File: config.mk
export PLATFORM = sky130hd
export DESIGN_NAME = isrb_slave_rx
export DESIGN_NICKNAME = d
export VERILOG_FILES = /design/src/rtl/isrb_pkg.sv /design/src/rtl/isrb_slave_rx.sv /design/src/rtl/isrb_sync3.sv /design/src/rtl/isrb_cond_det.sv
export VERILOG_INCLUDE_DIRS = /design/src /design/src/rtl
export SDC_FILE = /design/constraint.sdc
export NUM_CORES = 1
export LEC_CHECK = 0
export BUFFER_PORTS_ARGS = -buffer_cell sky130_fd_sc_hd__clkbuf_2
export CORE_UTILIZATION = 60
export DETAILED_ROUTE_END_ITERATION = 16
export PLACE_DENSITY = 0.79
export SYNTH_ARGS = -nofsm -noshare
export SYNTH_HDL_FRONTEND = slang
export SYNTH_SLANG_ARGS = --single-unit
File: constraint.sdc
create_clock -name core_clk -period 2.65 [get_ports core_clk]
set_input_delay 0 -clock core_clk [delete_from_list [all_inputs] [get_ports core_clk]]
set_output_delay 0 -clock core_clk [all_outputs]
set_load 0.02 [all_outputs]
File: src/rtl/isrb_regs.svh
`ifndef ISRB_REGS_SVH
`define ISRB_REGS_SVH
`define ISRB_OFS_CTRL      5'h00
`define ISRB_OFS_STATUS    5'h04
`define ISRB_OFS_XFER      5'h08
`define ISRB_OFS_OWNADR    5'h0C
`define ISRB_OFS_DATA      5'h10
`define ISRB_OFS_IRQ_STAT  5'h14
`define ISRB_OFS_IRQ_MASK  5'h18
`define ISRB_OFS_RXCNT     5'h1C
`define ISRB_CTRL_AA       7
`define ISRB_CTRL_EN       6
`define ISRB_CTRL_SI       3
`define ISRB_CTRL_MODE     0
`define ISRB_XFER_LB       7
`define ISRB_OWN_GC        0
`define ISRB_CTRL_RST      8'h00
`define ISRB_XFER_RST      8'h00
`define ISRB_OWNADR_RST    8'h00
`define ISRB_MASK_RST      3'h0
`define ISRB_IRQ_ADDR      0
`define ISRB_IRQ_SEQ       1
`define ISRB_IRQ_STOP      2
`define ISRB_SC_IDLE       8'hF8
`define ISRB_SC_SLA_W      8'h60
`define ISRB_SC_ARB_SLA_W  8'h68
`define ISRB_SC_GC         8'hD0
`define ISRB_SC_ARB_GC     8'hD8
`define ISRB_SC_RX_ACK     8'h80
`define ISRB_SC_RX_NACK    8'h88
`define ISRB_SC_STOP       8'hA0
`define ISRB_GC_ADDR       8'h00
`define ISRB_BUF_DEPTH     7'h44
`define ISRB_BITS_BYTE     4'h8
`endif

File: src/rtl/isrb_pkg.sv
package isrb_pkg;
  typedef enum logic [2:0] {
    ST_IDLE     = 3'h0,
    ST_ADDR     = 3'h1,
    ST_ADDR_ACK = 3'h3,
    ST_HOLD     = 3'h2,
    ST_DATA     = 3'h6,
    ST_DATA_ACK = 3'h7,
    ST_IGNORE   = 3'h5
  } isrb_state_t;

  typedef struct packed {
    logic [4:0] addr;
    logic [7:0] wdata;
    logic       wr;
    logic       rd;
  } isrb_bus_req_t;

  typedef struct packed {
    logic scl_rise;
    logic scl_fall;
    logic start;
    logic stop;
  } isrb_cond_t;
endpackage

File: src/rtl/isrb_slave_rx.sv
`timescale 1ns/1ns
`include "isrb_regs.svh"

// Operation
// - Nack selector clear: acknowledge every data byte
// - Never receive more than byte_count bytes, except one byte when byte_count is zero
// - Nack selector set: release data after last
// - Ack enable clear: ignore own address
// - Monitor bus; ack enable resumes recognition anytime
// - Addressing codes 60h, 68h, D8h reported
// - Only final counted byte nacked, unless terminated
// - Accept fewer bytes on early stop/restart
// - Own write address sets flag, interrupt, 60h
// - General call enabled: receive, report D0h
module isrb_slave_rx
  import isrb_pkg::*;
(
  input  wire logic          core_clk,
  input  wire logic          rst_n,
  input  wire logic          ce,
  input  wire isrb_bus_req_t bus_req,
  output logic [7:0]         rdata,
  input  wire logic          scl_in,
  input  wire logic          sda_in,
  input  wire logic          arb_lost,
  output logic               scl_out,
  output logic               scl_oe_n,
  output logic               sda_out,
  output logic               sda_oe_n,
  output logic               int_n,
  output logic               irq
);
  logic [1:0]  pin_lvl;
  isrb_cond_t  cond;
  isrb_state_t state_r, state_nxt;
  logic [3:0]  bit_cnt_r, bit_cnt_nxt;
  logic [7:0]  shift_r, shift_nxt;
  logic [6:0]  rx_cnt_r, rx_cnt_nxt;
  logic [6:0]  rx_inc;
  logic        gc_r, gc_nxt;
  logic        last_r, last_nxt;
  logic        acked_r, acked_nxt;
  logic        sda_oe_n_r, sda_oe_n_nxt;
  logic        scl_oe_n_r, scl_oe_n_nxt;
  logic [7:0]  status_r, status_nxt;
  logic        si_set, seq_start, buf_we;
  logic [2:0]  ev;
  logic        own_hit, gc_hit, last_w;
  logic        aa_r, aa_nxt, en_r, en_nxt;
  logic        si_r, si_nxt, mode_r, mode_nxt;
  logic        lb_r, lb_nxt;
  logic [6:0]  bc_r, bc_nxt;
  logic [7:0]  own_r, own_nxt;
  logic [2:0]  irq_stat_r, irq_stat_nxt;
  logic [2:0]  irq_mask_r, irq_mask_nxt;
  logic [6:0]  rd_ptr_r, rd_ptr_nxt;
  logic [7:0]  rdata_r, rdata_nxt;
  logic        irq_r, irq_nxt, int_n_r, int_n_nxt;
  logic [7:0]  rd_mux, ctrl_rd;
  logic [7:0]  buf_r [0:`ISRB_BUF_DEPTH-1];
  logic        wr_ctrl, wr_xfer, wr_own, wr_stat, wr_mask, rd_data;

  isrb_sync3 u_sync (
    .core_clk (core_clk),
    .rst_n    (rst_n),
    .ce       (ce),
    .pin_in   ({scl_in, sda_in}),
    .level    (pin_lvl)
  );
  isrb_cond_det u_cond (
    .core_clk (core_clk),
    .rst_n    (rst_n),
    .ce       (ce),
    .scl      (pin_lvl[1]),
    .sda      (pin_lvl[0]),
    .cond     (cond)
  );
  // Recognition uses the live enables, so software may flip them anytime
  assign own_hit = en_r && aa_r && (shift_r[7:1] == own_r[7:1])
                   && !shift_r[0];
  assign gc_hit  = en_r && own_r[`ISRB_OWN_GC]
                   && (shift_r == `ISRB_GC_ADDR);
  assign rx_inc  = rx_cnt_r + 7'h01;
  // Buffer depth also caps the count when byte_count exceeds it
  assign last_w  = (rx_inc >= bc_r) || (rx_inc == `ISRB_BUF_DEPTH);

  always_comb begin
    state_nxt    = state_r;
    bit_cnt_nxt  = bit_cnt_r;
    shift_nxt    = shift_r;
    rx_cnt_nxt   = rx_cnt_r;
    gc_nxt       = gc_r;
    last_nxt     = last_r;
    acked_nxt    = acked_r;
    sda_oe_n_nxt = sda_oe_n_r;
    scl_oe_n_nxt = scl_oe_n_r;
    status_nxt   = status_r;
    si_set       = 1'b0;
    seq_start    = 1'b0;
    buf_we       = 1'b0;
    ev           = 3'h0;
    if (cond.stop || cond.start) begin
      if (state_r inside {ST_ADDR_ACK, ST_HOLD, ST_DATA, ST_DATA_ACK}) begin
        status_nxt          = `ISRB_SC_STOP;
        si_set              = 1'b1;
        ev[`ISRB_IRQ_STOP]  = 1'b1;
      end
      state_nxt    = cond.start ? ST_ADDR : ST_IDLE;
      bit_cnt_nxt  = 4'h0;
      sda_oe_n_nxt = 1'b1;
      scl_oe_n_nxt = 1'b1;
    end else begin
      case (state_r)
        ST_ADDR: begin
          if (cond.scl_rise && bit_cnt_r != `ISRB_BITS_BYTE) begin
            shift_nxt   = {shift_r[6:0], pin_lvl[0]};
            bit_cnt_nxt = bit_cnt_r + 4'h1;
          end else if (cond.scl_fall && bit_cnt_r == `ISRB_BITS_BYTE) begin
            bit_cnt_nxt = 4'h0;
            if (own_hit || gc_hit) begin
              gc_nxt       = gc_hit && !own_hit;
              sda_oe_n_nxt = 1'b0;
              state_nxt    = ST_ADDR_ACK;
            end else begin
              state_nxt    = ST_IGNORE;
            end
          end
        end
        ST_ADDR_ACK: begin
          if (cond.scl_fall) begin
            sda_oe_n_nxt       = 1'b1;
            scl_oe_n_nxt       = 1'b0;
            si_set             = 1'b1;
            ev[`ISRB_IRQ_ADDR] = 1'b1;
            state_nxt          = ST_HOLD;
            if (gc_r) begin
              status_nxt = arb_lost ? `ISRB_SC_ARB_GC
                                    : `ISRB_SC_GC;
            end else begin
              status_nxt = arb_lost ? `ISRB_SC_ARB_SLA_W
                                    : `ISRB_SC_SLA_W;
            end
          end
        end
        ST_HOLD: begin
          // Clock is stretched until software clears the flag with the mode bit set
          if (!si_r && mode_r) begin
            scl_oe_n_nxt = 1'b1;
            seq_start    = 1'b1;
            rx_cnt_nxt   = 7'h00;
            bit_cnt_nxt  = 4'h0;
            state_nxt    = ST_DATA;
          end
        end
        ST_DATA: begin
          if (cond.scl_rise && bit_cnt_r != `ISRB_BITS_BYTE) begin
            shift_nxt   = {shift_r[6:0], pin_lvl[0]};
            bit_cnt_nxt = bit_cnt_r + 4'h1;
          end else if (cond.scl_fall && bit_cnt_r == `ISRB_BITS_BYTE) begin
            buf_we       = 1'b1;
            rx_cnt_nxt   = rx_inc;
            bit_cnt_nxt  = 4'h0;
            last_nxt     = last_w;
            acked_nxt    = !(last_w && lb_r);
            sda_oe_n_nxt = last_w && lb_r;
            state_nxt    = ST_DATA_ACK;
          end
        end
        ST_DATA_ACK: begin
          if (cond.scl_fall) begin
            sda_oe_n_nxt = 1'b1;
            if (!last_r) begin
              state_nxt = ST_DATA;
            end else begin
              si_set            = 1'b1;
              ev[`ISRB_IRQ_SEQ] = 1'b1;
              if (acked_r) begin
                status_nxt   = `ISRB_SC_RX_ACK;
                scl_oe_n_nxt = 1'b0;
                state_nxt    = ST_HOLD;
              end else begin
                status_nxt = `ISRB_SC_RX_NACK;
                state_nxt  = ST_IGNORE;
              end
            end
          end
        end
        ST_IDLE, ST_IGNORE: begin
          state_nxt = state_r;
        end
        default: begin
          state_nxt = ST_IDLE;
        end
      endcase
    end
  end

  always_ff @(posedge core_clk) begin
    if (!rst_n) begin
      state_r    <= ST_IDLE;
      bit_cnt_r  <= 4'h0;
      shift_r    <= 8'h00;
      rx_cnt_r   <= 7'h00;
      gc_r       <= 1'b0;
      last_r     <= 1'b0;
      acked_r    <= 1'b0;
      sda_oe_n_r <= 1'b1;
      scl_oe_n_r <= 1'b1;
      status_r   <= `ISRB_SC_IDLE;
    end else if (ce) begin
      state_r    <= state_nxt;
      bit_cnt_r  <= bit_cnt_nxt;
      shift_r    <= shift_nxt;
      rx_cnt_r   <= rx_cnt_nxt;
      gc_r       <= gc_nxt;
      last_r     <= last_nxt;
      acked_r    <= acked_nxt;
      sda_oe_n_r <= sda_oe_n_nxt;
      scl_oe_n_r <= scl_oe_n_nxt;
      status_r   <= status_nxt;
    end
  end

  // Storage needs no reset; entries are read only after being written
  always_ff @(posedge core_clk) begin
    if (ce && buf_we) begin
      buf_r[rx_cnt_r] <= shift_r;
    end
  end
  assign wr_ctrl = bus_req.wr && bus_req.addr == `ISRB_OFS_CTRL;
  assign wr_xfer = bus_req.wr && bus_req.addr == `ISRB_OFS_XFER;
  assign wr_own  = bus_req.wr && bus_req.addr == `ISRB_OFS_OWNADR;
  assign wr_stat = bus_req.wr && bus_req.addr == `ISRB_OFS_IRQ_STAT;
  assign wr_mask = bus_req.wr && bus_req.addr == `ISRB_OFS_IRQ_MASK;
  assign rd_data = bus_req.rd && bus_req.addr == `ISRB_OFS_DATA;

  always_comb begin
    aa_nxt   = wr_ctrl ? bus_req.wdata[`ISRB_CTRL_AA] : aa_r;
    en_nxt   = wr_ctrl ? bus_req.wdata[`ISRB_CTRL_EN] : en_r;
    mode_nxt = wr_ctrl ? bus_req.wdata[`ISRB_CTRL_MODE] : mode_r;
    // Writing zero clears the flag; a hardware set in that cycle wins
    si_nxt   = si_set || (si_r && !(wr_ctrl
               && !bus_req.wdata[`ISRB_CTRL_SI]));
    lb_nxt   = wr_xfer ? bus_req.wdata[`ISRB_XFER_LB] : lb_r;
    bc_nxt   = wr_xfer ? bus_req.wdata[6:0] : bc_r;
    own_nxt  = wr_own ? bus_req.wdata : own_r;
    irq_stat_nxt = ev | (irq_stat_r
                   & ~(wr_stat ? bus_req.wdata[2:0] : 3'h0));
    irq_mask_nxt = wr_mask ? bus_req.wdata[2:0] : irq_mask_r;
    rd_ptr_nxt = rd_ptr_r;
    if (seq_start) begin
      rd_ptr_nxt = 7'h00;
    end else if (rd_data && rd_ptr_r != `ISRB_BUF_DEPTH - 7'h01) begin
      rd_ptr_nxt = rd_ptr_r + 7'h01;
    end
    ctrl_rd = 8'h00;
    ctrl_rd[`ISRB_CTRL_AA]   = aa_r;
    ctrl_rd[`ISRB_CTRL_EN]   = en_r;
    ctrl_rd[`ISRB_CTRL_SI]   = si_r;
    ctrl_rd[`ISRB_CTRL_MODE] = mode_r;
    case (bus_req.addr)
      `ISRB_OFS_CTRL:     rd_mux = ctrl_rd;
      `ISRB_OFS_STATUS:   rd_mux = status_r;
      `ISRB_OFS_XFER:     rd_mux = {lb_r, bc_r};
      `ISRB_OFS_OWNADR:   rd_mux = own_r;
      `ISRB_OFS_DATA:     rd_mux = buf_r[rd_ptr_r];
      `ISRB_OFS_IRQ_STAT: rd_mux = {5'h00, irq_stat_r};
      `ISRB_OFS_IRQ_MASK: rd_mux = {5'h00, irq_mask_r};
      `ISRB_OFS_RXCNT:    rd_mux = {1'b0, rx_cnt_r};
      default:            rd_mux = 8'h00;
    endcase
    rdata_nxt = bus_req.rd ? rd_mux : 8'h00;
    irq_nxt   = |(irq_stat_nxt & irq_mask_nxt);
    int_n_nxt = !si_nxt;
  end

  always_ff @(posedge core_clk) begin
    if (!rst_n) begin
      aa_r       <= 1'(`ISRB_CTRL_RST >> `ISRB_CTRL_AA);
      en_r       <= 1'b0;
      si_r       <= 1'b0;
      mode_r     <= 1'b0;
      lb_r       <= 1'b0;
      bc_r       <= 7'h00;
      own_r      <= `ISRB_OWNADR_RST;
      irq_stat_r <= 3'h0;
      irq_mask_r <= `ISRB_MASK_RST;
      rd_ptr_r   <= 7'h00;
      rdata_r    <= 8'h00;
      irq_r      <= 1'b0;
      int_n_r    <= 1'b1;
    end else if (ce) begin
      aa_r       <= aa_nxt;
      en_r       <= en_nxt;
      si_r       <= si_nxt;
      mode_r     <= mode_nxt;
      lb_r       <= lb_nxt;
      bc_r       <= bc_nxt;
      own_r      <= own_nxt;
      irq_stat_r <= irq_stat_nxt;
      irq_mask_r <= irq_mask_nxt;
      rd_ptr_r   <= rd_ptr_nxt;
      rdata_r    <= rdata_nxt;
      irq_r      <= irq_nxt;
      int_n_r    <= int_n_nxt;
    end
  end

  // Open-drain: only the enables move, the driven level is always low
  assign rdata    = rdata_r;
  assign scl_out  = 1'b0;
  assign sda_out  = 1'b0;
  assign scl_oe_n = scl_oe_n_r;
  assign sda_oe_n = sda_oe_n_r;
  assign int_n    = int_n_r;
  assign irq      = irq_r;

  logic data_end, addr_end, quiet;
  assign quiet    = ce && !cond.stop && !cond.start;
  assign data_end = quiet && cond.scl_fall && state_r == ST_DATA
                    && bit_cnt_r == `ISRB_BITS_BYTE;
  assign addr_end = quiet && cond.scl_fall && state_r == ST_ADDR
                    && bit_cnt_r == `ISRB_BITS_BYTE;
endmodule

File: src/rtl/isrb_sync3.sv
`timescale 1ns/1ns
module isrb_sync3 (
  input  wire logic       core_clk,
  input  wire logic       rst_n,
  input  wire logic       ce,
  input  wire logic [1:0] pin_in,
  output logic      [1:0] level
);
  logic [1:0] ff1_r, ff2_r, ff3_r, lvl_r;

  // Bus idles high, so every stage resets to one
  genvar i;
  generate
    for (i = 0; i < 2; i++) begin : g_bit
      always_ff @(posedge core_clk) begin
        if (!rst_n) begin
          ff1_r[i] <= 1'b1;
          ff2_r[i] <= 1'b1;
          ff3_r[i] <= 1'b1;
          lvl_r[i] <= 1'b1;
        end else if (ce) begin
          ff1_r[i] <= pin_in[i];
          ff2_r[i] <= ff1_r[i];
          ff3_r[i] <= ff2_r[i];
          if (ff2_r[i] == ff3_r[i]) begin
            lvl_r[i] <= ff3_r[i];
          end
        end
      end
    end
  endgenerate

  assign level = lvl_r;
endmodule

File: src/rtl/isrb_cond_det.sv
`timescale 1ns/1ns
module isrb_cond_det
  import isrb_pkg::*;
(
  input  wire logic core_clk,
  input  wire logic rst_n,
  input  wire logic ce,
  input  wire logic scl,
  input  wire logic sda,
  output isrb_cond_t cond
);
  logic scl_q_r, sda_q_r;

  always_ff @(posedge core_clk) begin
    if (!rst_n) begin
      scl_q_r <= 1'b1;
      sda_q_r <= 1'b1;
    end else if (ce) begin
      scl_q_r <= scl;
      sda_q_r <= sda;
    end
  end

  // Pulses are qualified by ce so a frozen block sees no events
  always_comb begin
    cond.scl_rise = ce && scl && !scl_q_r;
    cond.scl_fall = ce && !scl && scl_q_r;
    cond.start    = ce && scl && scl_q_r && sda_q_r && !sda;
    cond.stop     = ce && scl && scl_q_r && !sda_q_r && sda;
  end
endmodule

==> impl_metrics.prom <==
# TYPE chip_impl_metric gauge
chip_impl_metric{name="fill_cell_count",unit=""} 2616
chip_impl_metric{name="post_route_cells_drive_above_1_share",unit=""} 0.230
chip_impl_metric{name="grt_antenna_before_repair",unit=""} 0
chip_impl_metric{name="detail_route.first_pass.iterations",unit=""} 5
chip_impl_metric{name="number_of_buffers_added_by_the_clock_tree_synthesis_step",unit=""} 61
chip_impl_metric{name="grt_start_max_net_pins",unit=""} 71
chip_impl_metric{name="total_leakage_power",unit="nW"} 10.4
chip_impl_metric{name="post-synth-top-area-fraction",unit=""} 0.630
chip_impl_info{name="category_of_the_worst_setup_path_capture_point",value="register"} 1
chip_impl_metric{name="h_tree_depth",unit=""} 2
chip_impl_info{name="critical_path.top_delay_family",value="simple AND/OR/NAND/NOR gates"} 1
chip_impl_info{name="min_path_type",value="in2reg"} 1
chip_impl_metric{name="p_per_area",unit="mW/mm²"} 642
chip_impl_metric{name="core-area",unit="mm²"} 0.0423
chip_impl_metric{name="die_h",unit="µm"} 210
chip_impl_metric{name="max-cap-violations",unit=""} 0
chip_impl_metric{name="detailed_place_hpwl",unit="mm"} 41.4
chip_impl_info{name="worst_setup_path_start_kind",value="register"} 1
chip_impl_metric{name="post_synth_instance_area",unit="mm²"} 0.0259
chip_impl_metric{name="initial_core_util",unit=""} 0.613
chip_impl_metric{name="postSynthRegisterBits",unit=""} 636
chip_impl_info{name="critical-path-slowest-cell",value="o211ai_1"} 1
chip_impl_info{name="routed.top_layer",value="met4"} 1
chip_impl_metric{name="syn_area_per_cell",unit="µm²"} 16.3
chip_impl_metric{name="synth.lib_cells_used.distinct",unit=""} 74
chip_impl_info{name="status",value="completed"} 1
chip_impl_metric{name="nNetsFinal",unit=""} 1814
chip_impl_metric{name="ios",unit=""} 35
chip_impl_info{name="primary_ff_master_synth",value="edfxtp_1"} 1
chip_impl_info{name="crit_chain",value="ha_1 > nand3_1 > nor2_1 > xor2_1 > ha_1 > o21a_1 > nand2_1 > o211ai_1 > nand4_1 > nand4_1"} 1
chip_impl_metric{name="overflow",unit=""} 0
chip_impl_metric{name="post_drt_wl_per_cell",unit="µm"} 26.2
chip_impl_metric{name="cp_data_required_time",unit="ns"} 3.21
chip_impl_metric{name="number_of_hold_slack_violations_in_the_final_timing_report",unit=""} 0
chip_impl_metric{name="antenna_cells_inserted",unit=""} 0
chip_impl_metric{name="layoutNonFillerInstCount",unit=""} 2408
chip_impl_info{name="setup_repair_after_global_routing_missed_its_margin",value="false"} 1
chip_impl_metric{name="die_area",unit="mm²"} 0.0441
chip_impl_metric{name="finalWirelength",unit="mm"} 63.2
chip_impl_metric{name="cp_max_fo",unit=""} 5
chip_impl_metric{name="placement.setup.worst_slack",unit="ns"} -0.0332
chip_impl_info{name="tritoncts_clock_tree",value="yes"} 1
chip_impl_metric{name="die_width",unit="µm"} 210
chip_impl_metric{name="multiInputGateArea",unit="mm²"} 0.00725
chip_impl_metric{name="worst_ir_drop_on_vdd",unit="µV"} 675
chip_impl_metric{name="grt_pass1_vias",unit=""} 15500
chip_impl_metric{name="drtAntennaViolNets",unit=""} 0
chip_impl_metric{name="dr.first_iter.drc_count",unit=""} 2186
chip_impl_metric{name="worst_skew_pair.late_latency",unit="ns"} 0.61
chip_impl_metric{name="synth_async_sr_flop_share",unit=""} 0
chip_impl_metric{name="finalWorstPathRequiredPeriod",unit="ns"} 2.56
chip_impl_metric{name="critical-path-max-stage-delay",unit="ns"} 0.40
chip_impl_metric{name="detailroute.wirelength.met3",unit="mm"} 6.64
chip_impl_metric{name="io_buffer_count",unit=""} 32
chip_impl_metric{name="wire_length_of_the_first_global_routing_pass",unit="mm"} 94.5
chip_impl_metric{name="place_area",unit="mm²"} 0.0277
chip_impl_metric{name="final-seq-area",unit="mm²"} 0.0182
chip_impl_metric{name="timing.critical_path.buf_inv",unit=""} 0
chip_impl_info{name="cell_taking_the_most_area_after_synthesis",value="edfxtp_1"} 1
chip_impl_metric{name="report.final.setup_viol",unit=""} 0
chip_impl_metric{name="drc_errors",unit=""} 0
chip_impl_metric{name="design_area",unit="mm²"} 0.0298
chip_impl_metric{name="yosys_warnings",unit=""} 0
chip_impl_info{name="cts_root_buf",value="clkbuf_16"} 1
chip_impl_metric{name="gpl.final_weighted_congestion",unit=""} 0.959
chip_impl_info{name="critical_path_class",value="reg2reg"} 1
chip_impl_metric{name="path_clk_slew",unit="ns"} 0.06
chip_impl_metric{name="timing_max_transition_violations_final",unit=""} 0
chip_impl_metric{name="met2RoutedLength",unit="mm"} 30.4
chip_impl_metric{name="viasPerCell",unit=""} 6.48
chip_impl_metric{name="tightest_slew",unit="ns"} 0.927
chip_impl_metric{name="postSynthCellCount",unit=""} 1588
chip_impl_metric{name="seq_area_frac_synth",unit=""} 0.701
chip_impl_metric{name="synth_edf_count",unit=""} 544
chip_impl_metric{name="maxClockFrequency",unit="GHz"} 0.391
chip_impl_metric{name="clock-skew-final",unit="ns"} 0.0175
chip_impl_metric{name="m1WireLength",unit="mm"} 23.8
chip_impl_metric{name="cts.sink_count",unit=""} 636
chip_impl_metric{name="critical_path_arrival",unit="ns"} 3.11
chip_impl_metric{name="total_number_of_vias",unit=""} 15600
chip_impl_metric{name="layout_worst_path_cycle_share",unit=""} 0.964
chip_impl_metric{name="max_slew_margin",unit=""} 0.374
chip_impl_metric{name="areaGrowthSynthToFinish",unit="%"} 15.0
chip_impl_metric{name="placementRows",unit=""} 75
chip_impl_metric{name="grt_util_all_layers",unit=""} 0.292
chip_impl_metric{name="worst_slack",unit="ns"} 0.0943
chip_impl_metric{name="placedCellCount",unit=""} 2270
chip_impl_info{name="ys_top_cells_by_area",value="edfxtp_1 63%, mux4_2 9.7%, dfxtp_1 7.1%"} 1
chip_impl_metric{name="clock_tree.buffer_depth",unit=""} 3
[worst min-delay path, cell delays in order]
cell      delay (ns)
clkbuf_2        0.10
or4b_2          0.14
nor2_1          0.08
buf_4           0.16
nand3_1         0.07
a21oi_1         0.06
[state kept, by name, indices dropped and copies added (netlist names), 3 cells and up, named ones only]
name / flops
rdata: 8
irq_mask_r: 3
rd_ptr_r: 7
shift_r: 8
state_r: 3
irq_stat_r: 3
bc_r: 7
bit_cnt_r: 4
buf_r: 544
own_r: 8
rx_cnt_r: 7
status_r: 5
[routing by layer]
metal	vias up	track usage
met1	7855	0.398
met2	946	0.469
met4	0	0.108
met3	141	0.0590
li1	6663	-
met5	-	0
[synthesized netlist by cell type, types with 23 or more instances]
| cell | number |
|---|---|
| a21oi_1 | 54 |
| edfxtp_1 | 544 |
| nand3_1 | 39 |
| nor2_1 | 156 |
| o21ai_0 | 33 |
| nand2_1 | 72 |
| clkbuf_1 | 37 |
| mux4_2 | 112 |
| dfxtp_1 | 92 |
| mux2i_1 | 104 |
| a22oi_1 | 48 |
| buf_2 | 23 |
[cell families (layout without fill, tap and decap cells)]
| logic type | count (synthesis) | after routing | share of synthesized area |
|---|---|---|---|
| other cells | 1 | 2 | 0.000145 |
| xor+xnor | 18 | 18 | 0.00608 |
| buf+inv | 105 | 347 | 0.0202 |
| mux | 222 | 222 | 0.141 |
| fa+ha+maj | 11 | 11 | 0.00521 |
| flops | 636 | 636 | 0.701 |
| compound gates | 230 | 230 | 0.0609 |
| simple gates | 365 | 365 | 0.0660 |
[final timing paths]
path | from | end | slack, ns | depth (start not counted)
worst min-delay path | bus_req[10] | irq_mask_r[2]$_SDFFE_PN0P_ | 0.04 | 6
worst max register to register | rx_cnt_r[0]$_SDFFE_PN0P_ | sda_oe_n$_SDFFE_PN1P_ | 0.09 | 10
worst max-delay path | rx_cnt_r[0]$_SDFFE_PN0P_ | sda_oe_n$_SDFFE_PN1P_ | 0.09 | 10
worst min register to register | int_n$_SDFFE_PN1P_ | int_n$_SDFFE_PN1P_ | 0.47 | 1
[report_power, final]
| group | switching, mW | internal [mW] | total (mW) |
|---|---|---|---|
| Clock | 3.60 | 4.60 | 8.21 |
| Combinational | 0.129 | 0.0843 | 0.213 |
| Sequential | 0.0108 | 10.7 | 10.7 |
| Total | 3.74 | 15.4 | 19.1 |
[what timing repair did]
item / in CTS / in global routing
hold buffers: 19 / 0
hold endpoints to repair: 72 / 0
setup endpoints to repair: 1 / 41
pin swaps: 0 / 0
setup buffers: 0 / 8
gates resized for setup: 1 / 2
[area by class of cell]
class                           count  area share
Inverter                           18     0.00226
Multi-Input combinational cell    848       0.243
Clock buffer                       78      0.0533
Tap cell                          577      0.0242
Sequential cell                   636       0.610
Timing Repair Buffer              218      0.0584
Clock inverter                     33     0.00889
[stage by stage]
step	setup TNS (ns)	util	total power, mW	hold WS (ns)
floorplan	0	-	11.1	0.128
global placement	0	0.655	11.1	0.217
detailed placement	-0.0332	0.655	11.1	0.225
CTS	0	0.703	19.2	0.0173
global route	0	0.705	19.6	0.0769
finish	0	0.705	19.1	0.0426
[cells in the final DEF (no fill, tap or decap), drive strengths merged, types with 5 or more instances in the layout]
| cell | instances |
|---|---|
| nor2b | 21 |
| nor4 | 5 |
| nand2 | 72 |
| dlygate4sd3 | 19 |
| o22ai | 7 |
| clkinv | 27 |
| and3 | 9 |
| mux2i | 104 |
| ha | 10 |
| a21oi | 54 |
| o211ai | 8 |
| nor3 | 11 |
| a211oi | 7 |
| nor2 | 158 |
| a221oi | 9 |
| dfxtp | 92 |
| xor2 | 14 |
| buf | 167 |
| a22o | 8 |
| a21o | 5 |
| inv | 17 |
| a31oi | 14 |
| o21ai | 34 |
| edfxtp | 544 |
| clkbuf | 110 |
| mux4 | 113 |
| a22oi | 48 |
| and2 | 6 |
| mux2 | 5 |
| nand2b | 10 |
| nand3 | 39 |
| nand4 | 8 |
No activity file was read; power rests on OpenSTA's default activity.
